### config.mk
export PLATFORM = sky130hd
export DESIGN_NAME = dca_input_stage
export DESIGN_NICKNAME = d
export VERILOG_FILES = /design/src/rtl/dca_pkg.sv /design/src/rtl/dca_input_stage.sv /design/src/rtl/dca_sync.sv
export SDC_FILE = /design/constraint.sdc
export NUM_CORES = 1
export LEC_CHECK = 0
export BUFFER_PORTS_ARGS = -buffer_cell sky130_fd_sc_hd__buf_2
export CAP_MARGIN = 20
export CORE_ASPECT_RATIO = 1.5
export CORE_MARGIN = 2
export CORE_UTILIZATION = 52
export CTS_BUF_LIST = sky130_fd_sc_hd__clkbuf_16
export DETAILED_ROUTE_END_ITERATION = 7
export PLACE_DENSITY = 0.78
export SKIP_CTS_REPAIR_TIMING = 1
export SLEW_MARGIN = 20
export SYNTH_ARGS = -nofsm -noshare
export SYNTH_HDL_FRONTEND = slang
export SYNTH_SLANG_ARGS = --single-unit
### constraint.sdc
create_clock -name core_clk -period 2.5 [get_ports core_clk]
set_input_delay 0.5 -clock core_clk [delete_from_list [all_inputs] [get_ports core_clk]]
set_output_delay 0.5 -clock core_clk [all_outputs]
set_load 0.005 [all_outputs]
### src/rtl/dca_pkg.sv
// Package: constants and types for the DRAM command/address input stage
`default_nettype none
package dca_pkg;
    localparam int ADDR_W_X8  = 14;
    localparam int ADDR_W_X16 = 13;
    localparam int BANK_W     = 3;
    localparam int NUM_BANKS  = 8;
    localparam int AP_BIT     = 10;
    localparam int SYNC_DEPTH = 2;

    // Command code {row_strobe_n, col_strobe_n, write_en_n}
    localparam logic [2:0] CODE_LOAD_MODE = 3'h0;
    localparam logic [2:0] CODE_REFRESH   = 3'h1;
    localparam logic [2:0] CODE_PRECHARGE = 3'h2;
    localparam logic [2:0] CODE_ACTIVATE  = 3'h3;
    localparam logic [2:0] CODE_WRITE     = 3'h4;
    localparam logic [2:0] CODE_READ      = 3'h5;
    localparam logic [2:0] CODE_NOP       = 3'h7;

    // Mode register select values on the bank inputs
    localparam logic [2:0] SEL_BASE_MODE_REG        = 3'h0;
    localparam logic [2:0] SEL_EXTENDED_MODE_REG    = 3'h1;
    localparam logic [2:0] SEL_EXTENDED_MODE_REG_TWO = 3'h2;
    localparam logic [2:0] SEL_EXTENDED_MODE_REG_THREE = 3'h3;

    typedef enum logic [2:0] {
        DCA_CMD_NONE      = 3'h0,
        DCA_CMD_ACTIVATE  = 3'h1,
        DCA_CMD_READ      = 3'h2,
        DCA_CMD_WRITE     = 3'h3,
        DCA_CMD_PRECHARGE = 3'h4,
        DCA_CMD_REFRESH   = 3'h5,
        DCA_CMD_LOAD_MODE = 3'h6,
        DCA_CMD_SELF_REF  = 3'h7
    } dca_cmd_t;

    // Gray sequence along idle -> power-down -> self refresh
    typedef enum logic [1:0] {
        DCA_PWR_ACTIVE  = 2'h0,
        DCA_PWR_PREC_PD = 2'h1,
        DCA_PWR_ACT_PD  = 2'h3,
        DCA_PWR_SELF    = 2'h2
    } dca_pwr_t;
endpackage
`default_nettype wire

### src/rtl/dca_input_stage.sv
// Command, address and clock-enable input stage of a DDR2 memory device
`default_nettype none
module dca_input_stage
    import dca_pkg::*;
#(
    parameter int ADDR_W = dca_pkg::ADDR_W_X8
) (
    // Core clock and reset
    input  wire logic                  core_clk,
    input  wire logic                  sys_rst,
    // Differential link clock and clock enable
    input  wire logic                  clock_true,
    input  wire logic                  clock_comp,
    input  wire logic                  clk_en,
    // Command and address pins
    input  wire logic                  chip_sel_n,
    input  wire logic                  row_strobe_n,
    input  wire logic                  col_strobe_n,
    input  wire logic                  write_en_n,
    input  wire logic [BANK_W-1:0]     bank_sel,
    input  wire logic [ADDR_W-1:0]     addr,
    input  wire logic                  termination_control,
    // Decoded command
    output var  logic                  cmd_valid,
    output var  dca_pkg::dca_cmd_t     cmd,
    output var  logic [BANK_W-1:0]     cmd_bank,
    output var  logic [ADDR_W-1:0]     cmd_row,
    output var  logic [ADDR_W-1:0]     cmd_col,
    output var  logic                  cmd_auto_pre,
    output var  logic                  cmd_all_banks,
    // Mode register load
    output var  logic                  mode_wr,
    output var  logic [1:0]            mode_sel,
    output var  logic [ADDR_W-1:0]     mode_opcode,
    // Bank and power state
    output var  logic [NUM_BANKS-1:0]  bank_open,
    output var  dca_pkg::dca_pwr_t     pwr_state,
    output var  logic                  int_clk_en,
    output var  logic                  cmd_rx_en,
    output var  logic                  term_rx_en,
    output var  logic                  out_edge
);
    import dca_pkg::*;

    // ------------------------------------------------------------
    // Input synchronisers
    // ------------------------------------------------------------
    localparam int SW = ADDR_W + BANK_W + 7;
    logic [SW-1:0] sync_in;
    logic [SW-1:0] sync_out;

    assign sync_in = {clock_true, clock_comp, clk_en, chip_sel_n, row_strobe_n,
                      col_strobe_n, write_en_n, bank_sel, addr};

    dca_sync #(.WIDTH(SW)) u_sync (
        .core_clk (core_clk),
        .sys_rst  (sys_rst),
        .pin_in   (sync_in),
        .pin_sync (sync_out)
    );

    wire                  s_ck    = sync_out[SW-1];
    wire                  s_ckc   = sync_out[SW-2];
    wire                  s_cke   = sync_out[SW-3];
    wire                  s_cs_n  = sync_out[SW-4];
    wire [2:0]            s_code  = sync_out[SW-5 -: 3];
    wire [BANK_W-1:0]     s_bank  = sync_out[ADDR_W +: BANK_W];
    wire [ADDR_W-1:0]     s_addr  = sync_out[ADDR_W-1:0];

    // ------------------------------------------------------------
    // Clock crossing detection
    // ------------------------------------------------------------
    logic ck_q;
    logic ckc_q;
    logic cke_reg_q;
    logic cke_reg_d;

    // Positive edge: true rises while complement falls
    wire pos_edge = s_ck & ~ck_q & ~s_ckc & ckc_q;
    wire any_edge = (s_ck ^ ck_q) & (s_ckc ^ ckc_q);

    // Self-refresh exit does not wait for a clock edge
    wire sr_exit  = (pwr_state == DCA_PWR_SELF) & s_cke;

    assign cke_reg_d = pos_edge ? s_cke : (sr_exit ? 1'b1 : cke_reg_q);

    // ------------------------------------------------------------
    // Command decode
    // ------------------------------------------------------------
    wire      sel     = pos_edge & ~s_cs_n & cmd_rx_en;
    wire      run     = sel & s_cke & cke_reg_q;
    wire      is_act  = run & (s_code == CODE_ACTIVATE);
    wire      is_rd   = run & (s_code == CODE_READ);
    wire      is_wr   = run & (s_code == CODE_WRITE);
    wire      is_pre  = run & (s_code == CODE_PRECHARGE);
    wire      is_ref  = run & (s_code == CODE_REFRESH);
    wire      is_sre  = sel & ~s_cke & cke_reg_q & (s_code == CODE_REFRESH);
    wire      mode_ok = s_bank <= SEL_EXTENDED_MODE_REG_THREE;
    wire      is_mrs  = run & (s_code == CODE_LOAD_MODE) & mode_ok;
    wire      ap_bit  = s_addr[AP_BIT];
    wire      all_idle = (bank_open == '0);

    dca_cmd_t cmd_d;
    assign cmd_d = is_act ? DCA_CMD_ACTIVATE  :
                   is_rd  ? DCA_CMD_READ      :
                   is_wr  ? DCA_CMD_WRITE     :
                   is_pre ? DCA_CMD_PRECHARGE :
                   is_ref ? DCA_CMD_REFRESH   :
                   is_mrs ? DCA_CMD_LOAD_MODE :
                   is_sre ? DCA_CMD_SELF_REF  : DCA_CMD_NONE;

    // Column excludes the auto-precharge bit
    logic [ADDR_W-1:0] col_mask;
    always_comb
    begin
        col_mask         = s_addr;
        col_mask[AP_BIT] = 1'b0;
    end

    // ------------------------------------------------------------
    // Bank open tracking
    // ------------------------------------------------------------
    logic [NUM_BANKS-1:0] bank_d;
    genvar b;
    generate
        for (b = 0; b < NUM_BANKS; b++)
        begin : g_bank
            wire hit = (s_bank == BANK_W'(b));
            assign bank_d[b] = (is_act & hit) ? 1'b1 :
                               (is_pre & (ap_bit | hit)) ? 1'b0 :
                               ((is_rd | is_wr) & ap_bit & hit) ? 1'b0 :
                               bank_open[b];
        end
    endgenerate

    // ------------------------------------------------------------
    // Power state
    // ------------------------------------------------------------
    dca_pwr_t pwr_d;
    always_comb
    begin
        pwr_d = pwr_state;
        case (pwr_state)
            DCA_PWR_ACTIVE:
                if (is_sre)
                    pwr_d = DCA_PWR_SELF;
                else if (pos_edge & ~s_cke & cke_reg_q)
                    pwr_d = all_idle ? DCA_PWR_PREC_PD : DCA_PWR_ACT_PD;
            DCA_PWR_PREC_PD, DCA_PWR_ACT_PD:
                if (pos_edge & s_cke)
                    pwr_d = DCA_PWR_ACTIVE;
            DCA_PWR_SELF:
                if (sr_exit)
                    pwr_d = DCA_PWR_ACTIVE;
            default:
                pwr_d = DCA_PWR_ACTIVE;
        endcase
    end

    // ------------------------------------------------------------
    // Registers
    // ------------------------------------------------------------
    always_ff @(posedge core_clk)
    begin
        if (sys_rst)
        begin
            ck_q      <= 1'b0;
            ckc_q     <= 1'b1;
            cke_reg_q <= 1'b0;
            pwr_state <= DCA_PWR_ACTIVE;
            bank_open <= '0;
        end
        else
        begin
            ck_q      <= s_ck;
            ckc_q     <= s_ckc;
            cke_reg_q <= cke_reg_d;
            pwr_state <= pwr_d;
            bank_open <= bank_d;
        end
    end

    always_ff @(posedge core_clk)
    begin
        if (sys_rst)
        begin
            cmd_valid     <= 1'b0;
            cmd           <= DCA_CMD_NONE;
            cmd_bank      <= '0;
            cmd_row       <= '0;
            cmd_col       <= '0;
            cmd_auto_pre  <= 1'b0;
            cmd_all_banks <= 1'b0;
        end
        else
        begin
            cmd_valid     <= (cmd_d != DCA_CMD_NONE);
            cmd           <= cmd_d;
            cmd_bank      <= s_bank;
            cmd_row       <= is_act ? s_addr : '0;
            cmd_col       <= (is_rd | is_wr) ? col_mask : '0;
            cmd_auto_pre  <= (is_rd | is_wr) & ap_bit;
            cmd_all_banks <= is_pre & ap_bit;
        end
    end

    always_ff @(posedge core_clk)
    begin
        if (sys_rst)
        begin
            mode_wr     <= 1'b0;
            mode_sel    <= 2'h0;
            mode_opcode <= '0;
        end
        else
        begin
            mode_wr     <= is_mrs;
            mode_sel    <= s_bank[1:0];
            mode_opcode <= is_mrs ? s_addr : mode_opcode;
        end
    end

    // Receiver enables; command receivers return only once fully active
    always_ff @(posedge core_clk)
    begin
        if (sys_rst)
        begin
            int_clk_en <= 1'b0;
            cmd_rx_en  <= 1'b1;
            term_rx_en <= 1'b1;
            out_edge   <= 1'b0;
        end
        else
        begin
            int_clk_en <= cke_reg_d;
            cmd_rx_en  <= (pwr_d == DCA_PWR_ACTIVE);
            term_rx_en <= (pwr_d != DCA_PWR_SELF);
            out_edge   <= any_edge & int_clk_en;
        end
    end
endmodule
`default_nettype wire

### src/rtl/dca_sync.sv
// Two-flop synchroniser bank for pin inputs
`default_nettype none
module dca_sync #(
    parameter int WIDTH = 1
) (
    // Clock and reset
    input  wire logic             core_clk,
    input  wire logic             sys_rst,
    // Data
    input  wire logic [WIDTH-1:0] pin_in,
    output var  logic [WIDTH-1:0] pin_sync
);
    logic [WIDTH-1:0] meta_q;

    genvar i;
    generate
        for (i = 0; i < WIDTH; i++)
        begin : g_bit
            always_ff @(posedge core_clk)
            begin
                if (sys_rst)
                begin
                    meta_q[i]   <= 1'b0;
                    pin_sync[i] <= 1'b0;
                end
                else
                begin
                    meta_q[i]   <= pin_in[i];
                    pin_sync[i] <= meta_q[i];
                end
            end
        end
    endgenerate
endmodule
`default_nettype wire

---- After elaboration in Yosys (flattened, before gate mapping) ----
Index checks and enable logic that the tools add are counted.
storage, ports and cells
  output and inout bits ................... 68
  input port bits ......................... 27
  flip-flop bits (word level) ............. 118
  word-level logic and storage cells ...... 214
operators by class
  reduce and logical (&&, ||, !) cells .... 18
  multiplexer cells ....................... 39
  eq/ne operators ......................... 16
  order comparisons ....................... 1
  bitwise operators ....................... 66
operators by type and width
  kind                  number
  $and A1 B1 Y1         49
  $reduce_bool A3 Y1    9
  $mux W1               26
  $mux W3               7
  $eq A3 B3 Y1 const B  6
  $eq A3 B2 Y1 const B  4
  $mux W2               5
  $or A1 B1 Y1          9
  $logic_not A8 Y1      1
  $eq A3 B1 Y1 const B  2
  $logic_not A3 Y1      2
  $not A1 Y1            6
  $pmux W2 S3           1
  $reduce_or A2 Y1      3
  $eq A2 B2 Y1 const B  2
  $logic_not A2 Y1      2
  $le A3 B2 Y1 const B  1
  $eq A2 B1 Y1 const B  1
  $ne A2 B2 Y1 const B  1
  $reduce_bool A2 Y1    1
  $xor A1 B1 Y1         2

---- Longest topological paths before layout ----
Gate-level depths: netlist of the first run.
  depth in word-level cells ............... 17
  depth in mapped cells ................... 7
  gate-level depth less buffers ........... 6

---- Hierarchy ----
A second synthesis of the first run with hierarchy kept.
second synthesis, totals
  cells, all modules ...................... 341
  area, all modules ....................... 3772.4 µm²
by module, submodules not included
  module           seq. area each (µm²)  area each (µm²)  cells an instance  instances
  dca_input_stage  1341.3                2467.4           240                1
  dca_sync         960.9                 1305.0           101                1

---- Worst setup path before layout of the first run ----
No wires, ideal clock.
  kind .................................... reg-to-reg
  start point ............................. register u_sync.pin_sync[19]
  end point ............................... register mode_opcode[0]
  cell stages (with the launch flop) ...... 7
  buffers on the path ..................... 2
  slack ................................... 0.676 ns
  library setup time ...................... 0.128 ns
  clock period less this slack ............ 1.824 ns
  arrival time ............................ 1.696 ns
  required time ........................... 2.372 ns
  cells stage by stage .................... dfxtp_1 buf_6 or4b_4 nor4_4 buf_6 mux2i_1 nor2_1
on the way
  word-level cells in the longest chain between the ends .. 3
ends and longest elaborated chain
  element                          line                    source
  start, declared                  dca_sync.sv:11          output var logic [WIDTH-1:0] pin_sync
  start signal, assigned by index  dca_sync.sv:29          pin_sync[i] <= meta_q[i];
  $logic_not A3 Y1                 dca_input_stage.sv:99   wire is_mrs = run & (s_code == CODE_LOAD_MODE) & mode_ok;
  $and A1 B1 Y1 (2 in series)      dca_input_stage.sv:99
  end signal, assigned             dca_input_stage.sv:219  mode_opcode <= is_mrs ? s_addr : mode_opcode;
  end, declared                    dca_input_stage.sv:34   output var logic [ADDR_W-1:0] mode_opcode,
Every way passes these cells.
A chain may end at the register's enable or synchronous reset.

---- Final worst setup path of the first run ----
  start point ............................. register u_sync.pin_sync[18]
  end point ............................... register bank_open[0]
on the way
  word-level cells in the longest chain between the ends .. 6
  elaborated cells on any way between the ends .. 16
  classes of those cells .................. 4 x eq/ne; 2 x mux; 9 x bitwise; 1 x reduce/logical
ends and longest elaborated chain
  element                           line                                          source
  $eq A3 B3 Y1 (on tied branches)   dca_input_stage.sv:93, dca_input_stage.sv:94
  $and A1 B1 Y1 (on tied branches)  dca_input_stage.sv:93, dca_input_stage.sv:94
  $or A1 B1 Y1                      dca_input_stage.sv:131                        ((is_rd | is_wr) & ap_bit & hit) ? 1'b0 :
  $and A1 B1 Y1 (2 in series)       dca_input_stage.sv:131
  $reduce_bool A3 Y1 (no line)      -
  end signal, assigned              dca_input_stage.sv:179                        bank_open <= bank_d;
  end, declared                     dca_input_stage.sv:36                         output var logic [NUM_BANKS-1:0] bank_open,
Parallel ways exist; a longest one is shown, timed or not.

==> results.cfg, run 1 <==
[synth]
yosysSeqAreaShare_pct = 61.7
async_flop_share_pct = 0
synth-edff-count = 0
syn-num-nets = 366
synth_area_leaders = dfxtp_1, nor2b_1, and2_1, mux2i_1, nor2_1
synth_ff_type = dfxtp_1
yosysMostFrequentCell = dfxtp_1
avgSynthCellArea_um2 = 11.0
synth_top_area_share_pct = 61.7
synth_cells = 338
yosysWarnings = 0
ys_ff_latch = 115
synth.cell_area_um2 = 3730
synth_commonest_cells = dfxtp_1, nor2b_1, and2_1
yosys.area.top_type = dfxtp_1
ys_types = 45

[timing]
tns_ns = 0
hold_viol_final = 0
fin_crit_ns = 2.14
relSlewSlack_pct = 55.6
rsz0062_at_grt = no
max_freq_mhz = 468
min_period_over_period_pct = 85.5
setup_viol = 0
worst_pin_slew_ns = 0.660
drv_slew = 0
final.setup_skew_ns = 0.00675

[finish]
stdcell_count = 524
drive_gt1_share_pct = 30.5
area_growth_pct = 32.0
n_antenna_cell = 0
nets = 461

[grt]
grt_usage_pct = 20.1
grt_max_degree = 56
grt_pass1_vias = 2532
grt_pass1_wl_um = 11600
overflow = 0
antenna_found_initial = 0

[detailed_routing]
drtPass1Iterations = 4
totalWireLength_um = 7370
ant_nets = 0
first_iter_violations = 96
via_per_inst = 5.03
remaining_drc_errors = 0
num_vias = 2635
wl_per_cell_um = 14.1

[worst_setup_path]
reg2reg_from = u_sync.pin_sync[18]
worstPathMaxFanout = 13
start_kind = register
arrival_ns = 2.43
reg2reg_depth = 4
endpoint_kind = register
r2r-end = bank_open[0]
cp.required_ns = 2.79
rrSetupSlack_ns = 0.36
crit_type = reg -> reg

[power]
power_density_nw_per_um2 = 968
ir_drop_mv = 0.608
power.leakage_nw = 2.16

[flow_run]
maxCapViolations = 0

[floorplan]
std_cell_rows = 37
die_w_um = 73.1
core_um2 = 6900
start_util_pct = 54.1
die_area_um2 = 7880
num_io_pins = 95
die_h_um = 108

[placed_design]
port_buffers = 92
dp_cells = 492
place_congestion = 0.880
hpwl_um = 5000

[clock_tree]
cts_root_buf = clkbuf_16
clkTransAtPathRegs_ns = 0.05
cts_sinks = 115
cts-htree-levels = 4
cts_tree = yes
clockBufferDepth = 2
cts_buffers = 17
clk_latency_ns = 0.40

[worst_hold_path]
min_from = col_strobe_n
hp-class = in -> reg
whs_path_depth = 2
holdPathEnd = u_sync.meta_q[18]

[outcome]
status = finished, final reports clean
[logic make-up after synthesis]
logic type / synth area share (%)
AOI/OAI and AO/OA: 6.41
and+or+nand+nor: 24.0
xor gates and xnor gates: 0.235
other: 0.101
muxes: 3.76
buffers and inverters: 3.42
adders and majority gates: 0.336
DFF: 61.7
[sequential cells by signal, summed over array words and instances, names as in the netlist, 2 cells and up]
| name | count |
|---|---|
| u_sync.meta_q | 24 |
| u_sync.pin_sync | 24 |
| cmd_row | 14 |
| mode_opcode | 14 |
| cmd_col | 13 |
| bank_open | 8 |
| cmd | 3 |
| cmd_bank | 3 |
| pwr_state | 2 |
[worst max path at each step]
stage / from / end / depth (start not counted)
6_report: u_sync.pin_sync[18] / bank_open[0] / 4
5_1_grt: u_sync.pin_sync[18] / bank_open[0] / 4
4_1_cts: u_sync.pin_sync[18] / bank_open[0] / 4
3_5_place_dp: u_sync.pin_sync[18] / bank_open[0] / 4
3_3_place_gp: u_sync.pin_sync[18] / bank_open[0] / 4
2_1_floorplan: u_sync.pin_sync[19] / mode_opcode[0] / 6
[stage by stage]
step / total power, mW / instance area (um2) / setup slack (ns) / hold WS [ns] / util, %
after detailed placement: 2.04 / 4240 / 0.358 / 0.422 / 61.4
after floorplan: 2.01 / 3730 / 0.676 / 0.414 / -
after CTS: 4.80 / 4920 / 0.356 / 0.293 / 71.3
after global placement: 2.04 / 4240 / 0.457 / 0.416 / 61.4
final: 4.77 / 4920 / 0.363 / 0.307 / 71.3
after global routing: 4.91 / 4920 / 0.178 / 0.295 / 71.3
[cell usage in the layout, fill, tap and decap left out, types with 4 or more instances in the layout]
cell and instances:
dfxtp_1 115, buf_2 92, nor2b_1 56, and2_1 30
nor2_1 25, clkbuf_16 17, mux2i_1 14, o22ai_1 9
bufinv_16 7, buf_4 6, inv_1 5, nand2b_1 5
nor3_1 4, nor4_1 4
[power breakdown]
part	switching [mW]	internal, mW	total, mW
Clock	0.798	1.96	2.76
Combinational	0.0521	0.0547	0.107
Sequential	0.0255	1.87	1.90
Total	0.875	3.89	4.77
[layer usage]
layer | part of all wire [%] | wire, um | GRT usage [%] | vias up
li1 | - | - | - | 1318
met1 | 38 | 2810 | 19.4 | 1228
met4 | 1.8 | 129 | 9.66 | 0
met3 | 5.2 | 382 | 8.43 | 9
met5 | 0 | 0 | 0 | -
met2 | 55 | 4040 | 35.7 | 80
[final cells by class]
| type | instances | area [um2] |
|---|---|---|
| well taps | 78 | 97.6 |
| inverters | 5 | 18.8 |
| flip-flops and latches | 115 | 2300 |
| repair buffers | 98 | 505 |
| fillers | 492 | 1980 |
| clock buffers | 17 | 425 |
| multi-input cells | 196 | 1310 |
| clock inverters | 15 | 260 |
[critical path, cell delays in order, from the launching register on]
cell,delay (ns)
dfxtp_1,0.54
or3b_2,0.52
o21bai_1,0.53
o22ai_1,0.18
a22o_1,0.26
Power figures use the tool's default switching activity.
==> run 2, diff against run 1 <==
--- a/config.mk
+++ b/config.mk
@@ -9,10 +9,10 @@
 export CAP_MARGIN = 20
 export CORE_ASPECT_RATIO = 1.5
 export CORE_MARGIN = 2
-export CORE_UTILIZATION = 52
-export CTS_BUF_LIST = sky130_fd_sc_hd__clkbuf_16
+export CORE_UTILIZATION = 58
+export CTS_BUF_LIST = sky130_fd_sc_hd__clkbuf_8
 export DETAILED_ROUTE_END_ITERATION = 7
-export PLACE_DENSITY = 0.78
+export PLACE_DENSITY = 0.86
 export SKIP_CTS_REPAIR_TIMING = 1
 export SLEW_MARGIN = 20
 export SYNTH_ARGS = -nofsm -noshare
==> constraint.sdc (replaced) <==
create_clock -name core_clk -period 2.75 [get_ports core_clk]
set_input_delay 0.55 -clock core_clk [delete_from_list [all_inputs] [get_ports core_clk]]
set_output_delay 0.55 -clock core_clk [all_outputs]
set_load 0.005 [all_outputs]
==> run 2 against run 1 <==
Setup slack better by 0.23 ns; via count up 1.2%; sequential cell count is the same; sequential power shrank 9%; critical path depth unchanged; global-route usage increased by 0.74 points; clock skew grew 0.0043 ns; final area down 5.0%; power shrank 26%; critical endpoint unchanged; highest routed layer unchanged.
==> results.cfg, run 2 (same netlist as run 1, synthesis figures left out) <==
[worst_setup_path]
path_cells = or3b_2 > o21bai_1 > o22ai_1 > a22o_1
rrSetupSlack_ns = 0.60
worstPathMaxFanout = 13
reg2reg_depth = 4
endpoint_kind = register
r2r-end = bank_open[0]
arrival_ns = 2.45
cp.depth = 4
path_buf_inv = 0
start_kind = register
reg2reg_from = u_sync.pin_sync[18]
cp.required_ns = 3.05
cpPeakStageDelay_ns = 0.54
cp_top_family = compound AO/OA/AOI/OAI gates
cpMaxStageDelayCell = dfxtp_1
crit_type = reg -> reg

[grt]
use_met2_pct = 37.2
met3_usage_pct = 7.69
grt_max_degree = 46
grt_pass1_vias = 2499
top_usage_layer = met2
grt_util_met1_pct = 21.0
grt_pass1_wl_um = 11200
antenna_found_initial = 0
grt_usage_pct = 20.8
overflow = 0

[finish]
drive_gt1_share_pct = 31.0
area_growth_pct = 25.3
nets = 460
n_antenna_cell = 0
final_cell_mix = dfxtp_1, buf_2, nor2b_1
nFillCells = 405
mostFrequentLayoutCell = dfxtp_1
top_regs = u_sync.meta_q x24, u_sync.pin_sync x24

[floorplan]
std_cell_rows = 35
die_h_um = 102
num_io_pins = 95
core_um2 = 6170
die_w_um = 69.5
start_util_pct = 60.4
die_area_um2 = 7100

[clock_tree]
cts_buffers = 17
clkTransAtPathRegs_ns = 0.07
cts_sinks = 115
clk_latency_ns = 0.41
cts-htree-levels = 4
cts_root_buf = clkbuf_8
clockBufferDepth = 2
cts_tree = yes

[timing]
tns_ns = 0
drv_slew = 0
setup_viol = 0
relSlewSlack_pct = 55.5
hold_viol_final = 0
rsz0062_at_grt = no
fin_crit_ns = 2.15
max_freq_mhz = 464
min_period_over_period_pct = 78.3
worst_pin_slew_ns = 0.663
final.setup_skew_ns = 0.0111

[power]
power.leakage_nw = 2.04
finalPower_mw = 3.53
ir_drop_mv = 0.579
power_density_nw_per_um2 = 756

[worst_hold_path]
min_from = addr[7]
hp-class = in -> reg
holdPathEnd = u_sync.meta_q[7]
whs_path_depth = 2

[detailed_routing]
first_iter_violations = 112
ant_nets = 0
wl_per_cell_um = 13.8
num_vias = 2667
remaining_drc_errors = 0
via_per_inst = 5.14
drtPass1Iterations = 4
totalWireLength_um = 7150

[outcome]
status = finished, final reports clean

[placed_design]
port_buffers = 92
hpwl_um = 4790
place_congestion = 0.897

[flow_run]
maxCapViolations = 0
-- run 2: power by group --
| part | internal [mW] | switching (mW) | total [mW] |
|---|---|---|---|
| Clock | 1.02 | 0.689 | 1.71 |
| Combinational | 0.0498 | 0.0482 | 0.0980 |
| Sequential | 1.70 | 0.0236 | 1.72 |
-- run 2: metal layers --
layer	up-vias	wire length [um]
li1	1307	-
met1	1244	2810
met2	101	3770
met3	15	429
met4	0	134
met5	-	0
-- run 2: through the flow --
| step | hold slack [ns] | instance area, um2 | utilization (%) | std cells | setup slack, ns |
|---|---|---|---|---|---|
| floorplan | 0.414 | 3730 | - | 338 | 0.926 |
| global placement | 0.416 | 4220 | 68.4 | 487 | 0.727 |
| detailed placement | 0.425 | 4220 | 68.4 | 487 | 0.647 |
| CTS | 0.316 | 4670 | 75.7 | 519 | 0.617 |
| global route | 0.315 | 4670 | 75.7 | 519 | 0.447 |
| finish | 0.345 | 4670 | 75.7 | 519 | 0.596 |
-- run 2: cell type report --
class	count	area, um2	share of cell area [%]
sequential	115	2300	49.3
multi-input combinational	196	1310	28.1
timing repair buffer	97	498	10.7
clock buffer	18	248	5.30
clock inverter	14	203	4.34
tap	74	92.6	1.98
inverter	5	18.8	0.402
-- run 2: worst max path at each step --
stage	startpoint	endpoint	slack (ns)
finish	u_sync.pin_sync[18]	bank_open[0]	0.60
global route	u_sync.pin_sync[18]	bank_open[0]	0.45
CTS	u_sync.pin_sync[18]	bank_open[0]	0.62
detailed placement	u_sync.pin_sync[18]	bank_open[0]	0.65
global placement	u_sync.pin_sync[18]	bank_open[0]	0.73
floorplan	u_sync.pin_sync[19]	mode_opcode[0]	0.93
